<file path="src/core/timer_aux_regs.svh">
// Purpose: Constants for the dual timer auxiliary control block
// Assumes: Registers are reached through the accumulator by instruction
// Notes: Field positions, reset values and counts used by the logic
`ifndef TIMER_AUX_REGS_SVH
`define TIMER_AUX_REGS_SVH
// Control register a fields
`define CA_EDGE0 0
`define CA_SYNC 1
`define CA_ASTOP 2
`define CA_PIN0 3
// Control register b fields
`define CB_EDGE1 0
`define CB_PERIOD 1
`define CB_AUTO 2
`define CB_PIN1 3
// Timer control fields
`define TC_SRC_LO 0
`define TC_SRC_HI 1
`define TC_RUN 2
`define TC_PWM 3
// Trigger control fields
`define TR_T1EN 0
`define TR_BOTH 1
`define TR_POL 2
`define TR_INEN 3
// Reset values
`define CTRL_RST 4'h0
// Count sources
`define SRC_0 2'h0
`define SRC_1 2'h1
`define SRC_2 2'h2
`define SRC_3 2'h3
// Watchdog limit in machine cycles
`define WDT_LIMIT 65534
`endif

</file>
<file path="src/core/timer_aux_pkg.sv">
// Purpose: Types for the dual timer auxiliary control block
// Assumes: Nothing
// Notes: Instruction codes and trigger states
package timer_aux_pkg;
    // Instruction codes presented on the command port
    typedef enum logic [3:0] {
        ins_nop = 4'h0,
        ins_write_a = 4'h1,
        ins_read_a = 4'h2,
        ins_write_b = 4'h3,
        ins_read_b = 4'h4,
        ins_write_t1 = 4'h5,
        ins_write_t2 = 4'h6,
        ins_write_trig = 4'h7,
        ins_reload_t1 = 4'h8,
        ins_reload_t2l = 4'h9,
        ins_reload_t2h = 4'ha,
        ins_wdt_restart = 4'hb
    } instr_type;
    // Trigger start states, Gray coded along idle-armed-run
    typedef enum logic [1:0] {
        trg_idle = 2'h0,
        trg_armed = 2'h1,
        trg_run = 2'h3
    } trig_state_type;
endpackage : timer_aux_pkg

</file>
<file path="src/core/timer_aux.sv">
// Purpose: Two reloadable timers with trigger start, pin control, PWM gating and watchdog
// Assumes: Prescaler and oscillator ticks are one-cycle pulses on clk
// Notes: Registers are written by instruction through the accumulator; only control registers a and b are read back
`timescale 1ns/1ps
`include "timer_aux_regs.svh"
module timer_aux #(
    parameter int W = 8,
    parameter int WDT_LIMIT = `WDT_LIMIT
) (
    input wire logic clk,
    input wire logic rstn,
    input wire logic instr_valid,
    input wire timer_aux_pkg::instr_type instr,
    input wire logic [W-1:0] instr_data,
    output logic [3:0] acc_out_r,
    input wire logic prescaler_out,
    input wire logic osc_tick,
    input wire logic machine_cycle,
    input wire logic trigger_pin,
    input wire logic counter_pin_zero_in,
    output logic counter_pin_zero_out_r,
    output logic counter_pin_zero_oe_r,
    input wire logic counter_pin_one_in,
    output logic counter_pin_one_out_r,
    output logic counter_pin_one_oe_r,
    input wire logic shared_port_bit_a_out,
    input wire logic shared_port_bit_a_oe,
    input wire logic shared_port_bit_b_out,
    input wire logic shared_port_bit_b_oe,
    output logic timer1_irq_r,
    output logic timer2_irq_r,
    output logic [W-1:0] period_r,
    output logic period_valid_r,
    output logic wdt_reset_r
);
    import timer_aux_pkg::*;

    // ****************************************
    // Parameter checks
    // ****************************************
    if (W < 2 || W > 16) begin : g_bad_width
        $error("timer width must be 2 to 16");
    end
    if (WDT_LIMIT < 2 || WDT_LIMIT > 65535) begin : g_bad_wdt
        $error("watchdog limit must fit 16 bits");
    end

    // ****************************************
    // Control registers
    // ****************************************
    logic [3:0] timer1_trigger_and_pin0_ctrl;
    logic [3:0] pin1_output_and_period_ctrl;
    logic [3:0] timer1_ctrl_reg;
    logic [3:0] timer2_ctrl_reg;
    logic [3:0] trigger_pin_ctrl_reg;
    logic [W-1:0] t1_reload_r;
    logic [W-1:0] timer2_low_reload;
    logic [W-1:0] timer2_high_reload;
    logic wr;
    assign wr = instr_valid;
    // Register writes from the accumulator
    always_ff @(posedge clk or negedge rstn) begin
        if (!rstn) begin
            timer1_trigger_and_pin0_ctrl <= `CTRL_RST;
            pin1_output_and_period_ctrl <= `CTRL_RST;
            timer1_ctrl_reg <= `CTRL_RST;
            timer2_ctrl_reg <= `CTRL_RST;
            trigger_pin_ctrl_reg <= `CTRL_RST;
        end else if (wr) begin
            unique case (instr)
                ins_write_a: timer1_trigger_and_pin0_ctrl <= instr_data[3:0];
                ins_write_b: pin1_output_and_period_ctrl <= instr_data[3:0];
                ins_write_t1: timer1_ctrl_reg <= instr_data[3:0];
                ins_write_t2: timer2_ctrl_reg <= instr_data[3:0];
                ins_write_trig: trigger_pin_ctrl_reg <= instr_data[3:0];
                default: ;
            endcase
        end
    end
    // Reload values
    always_ff @(posedge clk or negedge rstn) begin
        if (!rstn) begin
            t1_reload_r <= '0;
            timer2_low_reload <= '0;
            timer2_high_reload <= '0;
        end else if (wr) begin
            if (instr == ins_reload_t1)
                t1_reload_r <= instr_data;
            if (instr == ins_reload_t2l)
                timer2_low_reload <= instr_data;
            if (instr == ins_reload_t2h)
                timer2_high_reload <= instr_data;
        end
    end
    // Read back into the accumulator
    always_ff @(posedge clk or negedge rstn) begin
        if (!rstn) begin
            acc_out_r <= `CTRL_RST;
        end else if (wr && instr == ins_read_a) begin
            acc_out_r <= timer1_trigger_and_pin0_ctrl;
        end else if (wr && instr == ins_read_b) begin
            acc_out_r <= pin1_output_and_period_ctrl;
        end
    end

    // ****************************************
    // Pin synchronisers and edge selection
    // ****************************************
    logic [2:0] pin_in;
    logic [2:0] pin_lvl;
    logic [2:0] pin_rise;
    logic [2:0] pin_fall;
    assign pin_in = {trigger_pin, counter_pin_one_in, counter_pin_zero_in};
    for (genvar i = 0; i < 3; i++) begin : g_pin
        pin_edge u_edge (
            .clk(clk),
            .rstn(rstn),
            .pin(pin_in[i]),
            .level(pin_lvl[i]),
            .rise(pin_rise[i]),
            .fall(pin_fall[i])
        );
    end
    // Pick the counted edge of a pin
    function automatic logic pick_edge(input logic sel_rise, input logic r, input logic f);
        pick_edge = sel_rise ? r : f;
    endfunction : pick_edge
    logic cnt0_edge;
    logic cnt1_edge;
    logic trig_edge;
    assign cnt0_edge = pick_edge(timer1_trigger_and_pin0_ctrl[`CA_EDGE0], pin_rise[0], pin_fall[0]);
    assign cnt1_edge = pick_edge(pin1_output_and_period_ctrl[`CB_EDGE1], pin_rise[1], pin_fall[1]);
    // Trigger edge: one-sided by polarity or both edges
    assign trig_edge = trigger_pin_ctrl_reg[`TR_INEN]
        & (trigger_pin_ctrl_reg[`TR_BOTH] ? (pin_rise[2] | pin_fall[2])
        : pick_edge(trigger_pin_ctrl_reg[`TR_POL], pin_rise[2], pin_fall[2]));

    // ****************************************
    // Trigger start and auto-stop of timer 1
    // ****************************************
    trig_state_type trig_r;
    logic trig_ctl;
    logic sync_on;
    logic astop_on;
    logic t1_udf;
    assign trig_ctl = trigger_pin_ctrl_reg[`TR_T1EN];
    assign sync_on = trig_ctl & timer1_trigger_and_pin0_ctrl[`CA_SYNC];
    assign astop_on = sync_on & timer1_trigger_and_pin0_ctrl[`CA_ASTOP];
    // Armed waits for a trigger edge, run counts, auto-stop returns to armed
    always_ff @(posedge clk or negedge rstn) begin
        if (!rstn) begin
            trig_r <= trg_idle;
        end else if (!sync_on || !timer1_ctrl_reg[`TC_RUN]) begin
            trig_r <= trg_idle;
        end else begin
            unique case (trig_r)
                trg_idle: trig_r <= trg_armed;
                trg_armed: if (trig_edge) trig_r <= trg_run;
                trg_run: if (astop_on && t1_udf) trig_r <= trg_armed;
                default: trig_r <= trg_idle;
            endcase
        end
    end

    // ****************************************
    // Timer 1
    // ****************************************
    logic [W-1:0] t1_cnt_r;
    logic t1_src;
    logic t1_go;
    logic pwm_r;
    logic pwm_rise;
    logic pwm_last_r;
    assign pwm_rise = pwm_r & ~pwm_last_r;
    // Count source selection
    always_comb begin
        unique case (timer1_ctrl_reg[`TC_SRC_HI:`TC_SRC_LO])
            `SRC_0: t1_src = pwm_rise;
            `SRC_1: t1_src = prescaler_out;
            `SRC_2: t1_src = cnt1_edge;
            `SRC_3: t1_src = osc_tick;
        endcase
    end
    // With sync start the timer only runs after the trigger edge
    assign t1_go = timer1_ctrl_reg[`TC_RUN] & (!sync_on | trig_r == trg_run);
    assign t1_udf = t1_go & t1_src & (t1_cnt_r == '0);
    always_ff @(posedge clk or negedge rstn) begin
        if (!rstn) begin
            t1_cnt_r <= '0;
        end else if (!timer1_ctrl_reg[`TC_RUN] && wr && instr == ins_reload_t1) begin
            t1_cnt_r <= instr_data;
        end else if (t1_go && t1_src) begin
            t1_cnt_r <= (t1_cnt_r == '0) ? t1_reload_r : t1_cnt_r - 1'b1;
        end else if (trig_r == trg_armed) begin
            t1_cnt_r <= t1_reload_r;
        end
    end
    // Interrupt pulse on underflow
    always_ff @(posedge clk or negedge rstn) begin
        if (!rstn)
            timer1_irq_r <= 1'b0;
        else
            timer1_irq_r <= t1_udf;
    end

    // ****************************************
    // Timer 2, PWM and period count
    // ****************************************
    logic [W-1:0] t2_cnt_r;
    logic t2_src;
    logic t2_go;
    logic t2_udf;
    logic per_on;
    logic per_edge;
    assign per_on = pin1_output_and_period_ctrl[`CB_PERIOD];
    assign per_edge = per_on & trigger_pin_ctrl_reg[`TR_INEN] & pin_rise[2];
    always_comb begin
        unique case (timer2_ctrl_reg[`TC_SRC_HI:`TC_SRC_LO])
            `SRC_0: t2_src = t1_udf;
            `SRC_1: t2_src = prescaler_out;
            `SRC_2: t2_src = cnt0_edge;
            `SRC_3: t2_src = 1'b1;
        endcase
    end
    assign t2_go = timer2_ctrl_reg[`TC_RUN];
    assign t2_udf = t2_go & t2_src & (t2_cnt_r == '0);
    // Down count; PWM picks the next reload by the phase being entered
    always_ff @(posedge clk or negedge rstn) begin
        if (!rstn) begin
            t2_cnt_r <= '0;
        end else if (t2_go && per_edge) begin
            t2_cnt_r <= timer2_low_reload;
        end else if (!t2_go && wr && instr == ins_reload_t2l) begin
            t2_cnt_r <= instr_data;
        end else if (t2_go && t2_src) begin
            if (t2_cnt_r != '0)
                t2_cnt_r <= t2_cnt_r - 1'b1;
            else if (timer2_ctrl_reg[`TC_PWM] && !pwm_r)
                t2_cnt_r <= timer2_high_reload;
            else
                t2_cnt_r <= timer2_low_reload;
        end
    end
    // PWM level toggles at each underflow, low phase first
    always_ff @(posedge clk or negedge rstn) begin
        if (!rstn) begin
            pwm_r <= 1'b0;
            pwm_last_r <= 1'b0;
        end else begin
            pwm_last_r <= pwm_r;
            if (!timer2_ctrl_reg[`TC_PWM])
                pwm_r <= 1'b0;
            else if (t2_udf)
                pwm_r <= ~pwm_r;
        end
    end
    always_ff @(posedge clk or negedge rstn) begin
        if (!rstn)
            timer2_irq_r <= 1'b0;
        else
            timer2_irq_r <= t2_udf;
    end
    // Capture the count left at each trigger rising edge
    always_ff @(posedge clk or negedge rstn) begin
        if (!rstn) begin
            period_r <= '0;
            period_valid_r <= 1'b0;
        end else begin
            period_valid_r <= t2_go & per_edge;
            if (t2_go && per_edge)
                period_r <= t2_cnt_r;
        end
    end

    // ****************************************
    // Pin outputs
    // ****************************************
    logic t1_wave_r;
    logic gate_r;
    logic auto_on;
    assign auto_on = pin1_output_and_period_ctrl[`CB_AUTO];
    // Timer 1 square wave and the PWM pass gate
    always_ff @(posedge clk or negedge rstn) begin
        if (!rstn) begin
            t1_wave_r <= 1'b0;
            gate_r <= 1'b0;
        end else begin
            if (t1_udf)
                t1_wave_r <= ~t1_wave_r;
            if (!auto_on)
                gate_r <= 1'b0;
            else if (t1_udf)
                gate_r <= ~gate_r;
        end
    end
    // Counter pin 0 is timer output when selected, else port bit
    always_ff @(posedge clk or negedge rstn) begin
        if (!rstn) begin
            counter_pin_zero_out_r <= 1'b0;
            counter_pin_zero_oe_r <= 1'b0;
        end else if (timer1_trigger_and_pin0_ctrl[`CA_PIN0]) begin
            counter_pin_zero_out_r <= t1_wave_r;
            counter_pin_zero_oe_r <= 1'b1;
        end else begin
            counter_pin_zero_out_r <= shared_port_bit_a_out;
            counter_pin_zero_oe_r <= shared_port_bit_a_oe;
        end
    end
    // Counter pin 1 carries PWM, gated when auto-control is on
    always_ff @(posedge clk or negedge rstn) begin
        if (!rstn) begin
            counter_pin_one_out_r <= 1'b0;
            counter_pin_one_oe_r <= 1'b0;
        end else if (pin1_output_and_period_ctrl[`CB_PIN1]) begin
            counter_pin_one_out_r <= pwm_r & (!auto_on | gate_r);
            counter_pin_one_oe_r <= 1'b1;
        end else begin
            counter_pin_one_out_r <= shared_port_bit_b_out;
            counter_pin_one_oe_r <= shared_port_bit_b_oe;
        end
    end

    // ****************************************
    // Watchdog
    // ****************************************
    logic wdt_en_r;
    logic [15:0] wdt_cnt_r;
    logic wdt_kick;
    assign wdt_kick = wr && instr == ins_wdt_restart;
    // First restart arms the watchdog; later ones clear it
    always_ff @(posedge clk or negedge rstn) begin
        if (!rstn) begin
            wdt_en_r <= 1'b0;
            wdt_cnt_r <= 16'h0000;
            wdt_reset_r <= 1'b0;
        end else begin
            wdt_reset_r <= 1'b0;
            if (wdt_kick) begin
                wdt_en_r <= 1'b1;
                wdt_cnt_r <= 16'h0000;
            end else if (wdt_en_r && machine_cycle) begin
                if (wdt_cnt_r >= 16'(WDT_LIMIT - 1)) begin
                    wdt_reset_r <= 1'b1;
                    wdt_en_r <= 1'b0;
                    wdt_cnt_r <= 16'h0000;
                end else begin
                    wdt_cnt_r <= wdt_cnt_r + 16'h0001;
                end
            end
        end
    end
endmodule : timer_aux

</file>
<file path="src/core/pin_edge.sv">
// Purpose: Synchronise one pin and report its edges
// Assumes: Pin is asynchronous to clk
// Notes: First flop feeds only the second
`timescale 1ns/1ps
module pin_edge (
    input wire logic clk,
    input wire logic rstn,
    input wire logic pin,
    output logic level,
    output logic rise,
    output logic fall
);
    logic meta_r;
    logic sync_r;
    logic last_r;
    // Two-flop synchroniser plus history flop
    always_ff @(posedge clk or negedge rstn) begin
        if (!rstn) begin
            meta_r <= 1'b0;
            sync_r <= 1'b0;
            last_r <= 1'b0;
        end else begin
            meta_r <= pin;
            sync_r <= meta_r;
            last_r <= sync_r;
        end
    end
    assign level = sync_r;
    assign rise = sync_r & ~last_r;
    assign fall = ~sync_r & last_r;
endmodule : pin_edge

</file>
<file path="config.mk">
export PLATFORM = sky130hd
export DESIGN_NAME = timer_aux
export DESIGN_NICKNAME = d
export VERILOG_FILES = /design/src/core/timer_aux_pkg.sv /design/src/core/timer_aux.sv /design/src/core/pin_edge.sv
export VERILOG_INCLUDE_DIRS = /design/src /design/src/core
export SDC_FILE = /design/constraint.sdc
export NUM_CORES = 1
export LEC_CHECK = 0
export BUFFER_PORTS_ARGS = -buffer_cell sky130_fd_sc_hd__buf_4
export CAP_MARGIN = 0
export CORE_ASPECT_RATIO = 0.6
export CORE_UTILIZATION = 60
export CTS_CLUSTER_SIZE = 16
export DETAILED_ROUTE_END_ITERATION = 7
export HOLD_SLACK_MARGIN = 0.05
export PLACE_DENSITY = 0.8
export SETUP_SLACK_MARGIN = 0.3
export SYNTH_ARGS = -nofsm -noshare
export SYNTH_HDL_FRONTEND = slang
export SYNTH_HIERARCHICAL = 1
export SYNTH_SLANG_ARGS = --single-unit
</file>
<file path="constraint.sdc">
create_clock -name clk -period 2.5 [get_ports clk]
set_input_delay 0.375 -clock clk [delete_from_list [all_inputs] [get_ports clk]]
set_output_delay 0.375 -clock clk [all_outputs]
set_load 0.05 [all_outputs]
</file>
# == Word-level counts from Yosys, hierarchy flattened ==
# Cells that the tools add are included.
# word_totals
input_bits,25
register_bits,111
out_inout_bits,20
wordCells,173
# op_classes
n_bitwise,32
magnitude_cmp,1
n_mux,38
addsub,3
reduce_logical,40
n_eq_ne,23
# ops
cell,n
$mux 8,9
$mux 16,3
$reduce_and 2->1,10
$and 1x1->1,19
$mux 1,18
$add 16x1->16 const B,1
$eq 4x3->1 const B,4
$eq 4x4->1 const B,4
$ge 16x16->1 const B,1
$logic_not 8->1,2
$sub 8x1->8 const B,2
$logic_and 1x1->1,13
$eq 2x2->1 const B,5
$not 1->1,10
$eq 4x2->1 const B,2
$mux 4,2
$pmux 1 s4,2
$reduce_bool 8->1,1
$eq 2x1->1 const B,3
$logic_not 2->1,3
$mux 2,3
$ne 3x3->1 const B,2
$pmux 2 s3,1
$reduce_bool 2->1,3
other kinds (6),14

# == Longest topological paths before layout ==
# logic_depth
ltp_word,11
ltp_mapped,9
depth_no_buf,8

# == Cells and area by module ==
# The synthesis kept the hierarchy.
# modules_own_cells
mod,area_each_um2,cells_per_inst,instances,seq_area_each_um2
timer_aux,5265.0,503,1,2552.4
pin_edge,90.1,5,3,75.1

# == Least setup slack after synthesis ==
# No wires, ideal clock.
# synth_path
path_type,flip-flop to flip-flop
from,register g_pin[1].u_edge.last_r
to,register t2_cnt_r[2]
n_path_buf,0
slack_ns,0.246
arrival_ns,2.129
required_ns,2.375
synth_period_minus_slack_ns,2.254
setup_ns,0.125
path_stages_with_launch,8
cell_sequence,dfrtp_1 and2b_2 mux2_1 a211oi_2 a2111oi_4 o31a_4 nor2_8 mux2_4
# synth_via
elab_cells_between_ends,10
cone_classes,mux: 3; bitwise: 5; reduce/logical: 2
# synth_rtl
item,line_no,text
"start, declared",pin_edge.sv:15,logic last_r;
"start signal, assigned",pin_edge.sv:25,last_r <= sync_r;
$and 1x1->1,pin_edge.sv:30,assign fall = ~sync_r & last_r;
net pin_fall[1],timer_aux.sv:112,logic [2:0] pin_fall;
$mux 1,timer_aux.sv:126,pick_edge = sel_rise ? r : f;
$pmux 1 s4,timer_aux.sv:177,unique case (timer1_ctrl_reg[`TC_SRC_HI:`TC_SRC_LO])
$and 1x1->1 (2 in series),timer_aux.sv:186,assign t1_udf = t1_go & t1_src & (t1_cnt_r == '0);
net t1_udf,timer_aux.sv:145,logic t1_udf;
$pmux 1 s4,timer_aux.sv:218,unique case (timer2_ctrl_reg[`TC_SRC_HI:`TC_SRC_LO])
$logic_and 1x1->1,timer_aux.sv:235,end else if (t2_go && t2_src) begin
$reduce_bool 3->1 (no source line),--,
"end signal, assigned",timer_aux.sv:234,t2_cnt_r <= instr_data;
"end signal, assigned",timer_aux.sv:237,t2_cnt_r <= t2_cnt_r - 1'b1;
"end signal, assigned",timer_aux.sv:239,t2_cnt_r <= timer2_high_reload;
"end, declared",timer_aux.sv:209,logic [W-1:0] t2_cnt_r;
# The timed path passes the listed nets, and every way through them passes these cells.
# A chain may end at the register's enable or synchronous reset.

# == Final worst setup path ==
# layout_path
from,register g_pin[1].u_edge.last_r
to,register t2_cnt_r[7]
# The elaborated chain is that of the path after synthesis.

==> reports/qor.yml <==
status:
  run_status: "finished, final reports clean"
worst_setup_path:
  worst_setup_path_start_kind: "register"
  reg2reg_to: "t2_cnt_r[7]$_DFFE_PN0P_"
  criticalPathCategory: "register to register"
  reg2reg_slack_ns: 0.34
  slowest_stage: "dfrtp_1"
  reg2regPathDepth: 7
  max_stage_delay_ns: 0.38
  worstSetupEndpoint: "t2_cnt_r[7]$_DFFE_PN0P_"
  cpMostUsedCell: "mux2_4"
  cp_top_family: "compound AO/OA/AOI/OAI gates"
  reg2reg_from: "g_pin[1].u_edge/last_r$_DFF_PN0_"
  crit_fanout: 8
  worst-path-stages: 7
  cp_cell_sequence: "and2b_2, mux2_4, a211oi_4, a2111oi_4, o31a_4, nor2_8, mux2_4"
  worstPathRequired_ns: 2.72
  startpoint: "g_pin[1].u_edge/last_r$_DFF_PN0_"
  worst-path-buf-inv: 0
  worstPathArrival_ns: 2.38
  worstSetupEndpointType: "register"
clock_tree:
  clock-root-buffer: "clkbuf_16"
  cts_sinks: 111
  clkTransAtPathRegs_ns: 0.07
  cts_buffers: 9
  htree_levels: 3
  clk_latency_ns: 0.34
  clock_path_buffers: 2
  cts_tree: "done"
logic_synthesis:
  synth_edf_count: 0
  synth_area_leaders: "dfrtp_1 50%, mux2_2 8.7%, nand2_1 3.7%, a21oi_1 3.3%, nor2_1 2.8%"
  synthArstFlopShare_pct: 100
  synthFlopType: "dfrtp_1"
  ys_types: 63
  post-synth-top-area-cell: "dfrtp_1"
  synth_common_cells: "111 x dfrtp_1, 54 x nand2_1, 43 x mux2_2"
  yosysSeqAreaShare_pct: 50.2
  postSynthAreaPerCell_um2: 10.7
  syn_nets: 550
  ys_ff_latch: 111
  syn_inst: 518
  yosysWarningCount: 6
  yosysTopAreaCellShare_pct: 50.2
  synth.most_common_cell: "dfrtp_1"
  syn_area_um2: 5540
final_layout:
  nFillCells: 591
  antennaDiodeCount: 0
  syn_to_final_growth_pct: 18.1
  fin_area_um2: 6540
  largest_register: "wdt_cnt_r"
  final_layout_size_suffix_gt1_share_pct: 28.0
  nets: 612
  largest_reg_flops: 16
sta:
  maxSlewViolCount: 0
  clock_skew_ns: 0.00851
  final.setup.tns_ns: 0
  hold_viol: 0
  slew_headroom_pct: 54.1
  min_period_ns: 2.16
  max_freq_ghz: 0.463
  rsz0062_at_grt: "yes"
  post-route-period-util_pct: 86.4
  setup_violations: 0
  worstMarginPinSlew_ns: 0.688
routing:
  wl_met2_um: 5780
  wire_per_inst_um: 18.0
  vias: 4254
  highest_layer: "met4"
  drtIter0Drc: 307
  m1WireLength_um: 5960
  drc_errors: 0
  viasPerCell: 6.10
  dr.pass1.iters: 5
  ant_nets: 0
  wl_met3_um: 730
  drt-total-wl_um: 12600
global_routing:
  track_usage_pct: 27.5
  antenna_found_initial: 0
  grt_pass1_vias: 4079
  grt_pass1_wl_um: 20600
  grt-ovfl-total: 0
  grt_max_degree: 44
placed_design:
  gp_congestion: 0.914
  io_buffers: 44
  dp_hpwl_um: 8790
  place_area_um2: 6070
flow_run:
  cap_violations: 0
power_and_ir_drop:
  p_leak_nw: 2.91
  power_density_nw_per_um2: 927
  ir_worst_vdd_mv: 0.526
die:
  coreArea_um2: 8720
  start_util_pct: 63.5
  dieArea_um2: 9630
  die_w_um: 126
  rows: 26
  die_h_um: 76.4
  ios: 45
worst_hold_path:
  min_path_type: "input port to register"
routing by layer:
layer	GRT usage [%]	up-vias
met5	0	-
met4	6.75	0
met3	5.34	14
met2	41.4	155
met1	40.8	2123
li1	-	1962
how the worst min path moves through the flow:
| stage | start | to | slack [ns] | cells after the start |
|---|---|---|---|---|
| 2_1_floorplan | rstn | acc_out_r[0]$_DFFE_PN0P_ | 0.08 | 0 |
| 3_3_place_gp | g_pin[2].u_edge/meta_r$_DFF_PN0_ | g_pin[2].u_edge/level$_DFF_PN0_ | 0.33 | 0 |
| 3_5_place_dp | g_pin[2].u_edge/meta_r$_DFF_PN0_ | g_pin[2].u_edge/level$_DFF_PN0_ | 0.34 | 0 |
| 4_1_cts | trigger_pin | g_pin[2].u_edge/meta_r$_DFF_PN0_ | 0.12 | 1 |
| 5_1_grt | counter_pin_zero_in | g_pin[0].u_edge/meta_r$_DFF_PN0_ | 0.12 | 1 |
| 6_report | trigger_pin | g_pin[2].u_edge/meta_r$_DFF_PN0_ | 0.13 | 1 |
worst register-to-register path, delay by kind of cell (launching register included):
family,cells,cell delay [ns]
multiplexers,2,0.61
flip-flops,1,0.38
AND/OR/NAND/NOR,2,0.38
AO/OA/AOI/OAI,3,0.67
power by group:
| part | internal, mW | switching [mW] | leakage (nW) |
|---|---|---|---|
| registers | 2.19 | 0.433 | 1.39 |
| logic | 0.863 | 0.998 | 1.36 |
| clock network | 0.937 | 0.634 | 0.163 |
| total | 3.99 | 2.07 | 2.91 |
cell families (layout without fill, tap and decap cells):
kind of cell / count (synthesis) / count (layout) / share of synthesized area, %
compound gates: 115 / 115 / 13.9
mux: 62 / 62 / 12.7
xor+xnor: 19 / 19 / 3.01
buf+inv: 34 / 101 / 2.40
flops: 111 / 111 / 50.2
fa+ha+maj: 7 / 7 / 1.58
simple gates: 170 / 170 / 16.2
metrics by stage:
stage	total power [mW]	setup WS (ns)	instances	hold WS (ns)	util, %
floorplan	3.88	0.325	518	0.0794	-
global placement	4.31	0.245	671	0.333	69.6
detailed placement	4.42	0.193	671	0.343	69.6
CTS	6.00	0.212	690	0.123	73.8
global route	6.37	0.232	697	0.118	75.0
finish	6.06	0.341	697	0.135	75.0
layout make-up:
| type | instances | area [µm²] | share of cell area [%] |
|---|---|---|---|
| clock buffer | 12 | 256 | 3.92 |
| clock inverter | 4 | 77.6 | 1.19 |
| inverter | 16 | 60.1 | 0.919 |
| multi-input combinational | 373 | 2690 | 41.1 |
| sequential | 111 | 2780 | 42.5 |
| tap | 112 | 140 | 2.14 |
| timing repair buffer | 69 | 533 | 8.16 |
repair_timing:
item | CTS | global route
gates cloned | 0 | 0
setup endpoints to repair | 7 | 19
pin swaps | 4 | 6
resized for setup | 3 | 12
hold buffers | 1 | 0
setup buffers | 2 | 7
hold endpoints to repair | 39 | 0
cells in the final DEF (no fill, tap or decap), drive strengths merged, types with 3 or more instances in the layout:
cell type	n
ha	7
a2111oi	3
and2b	3
dfrtp	111
nor2b	9
buf	68
o21ai	30
xor2	10
a211oi	6
xnor2	9
nor4	3
clkbuf	12
nor3	8
a22oi	5
a211o	3
o221ai	3
mux2i	12
or2	3
a31oi	8
nor2	42
and2	3
inv	16
and3	3
nand3b	6
nand3	9
nand2b	8
o22ai	5
nand2	54
mux2	50
a21oi	36
o31ai	6
nor3b	5
or3	6
Power figures use the tool's default switching activity.
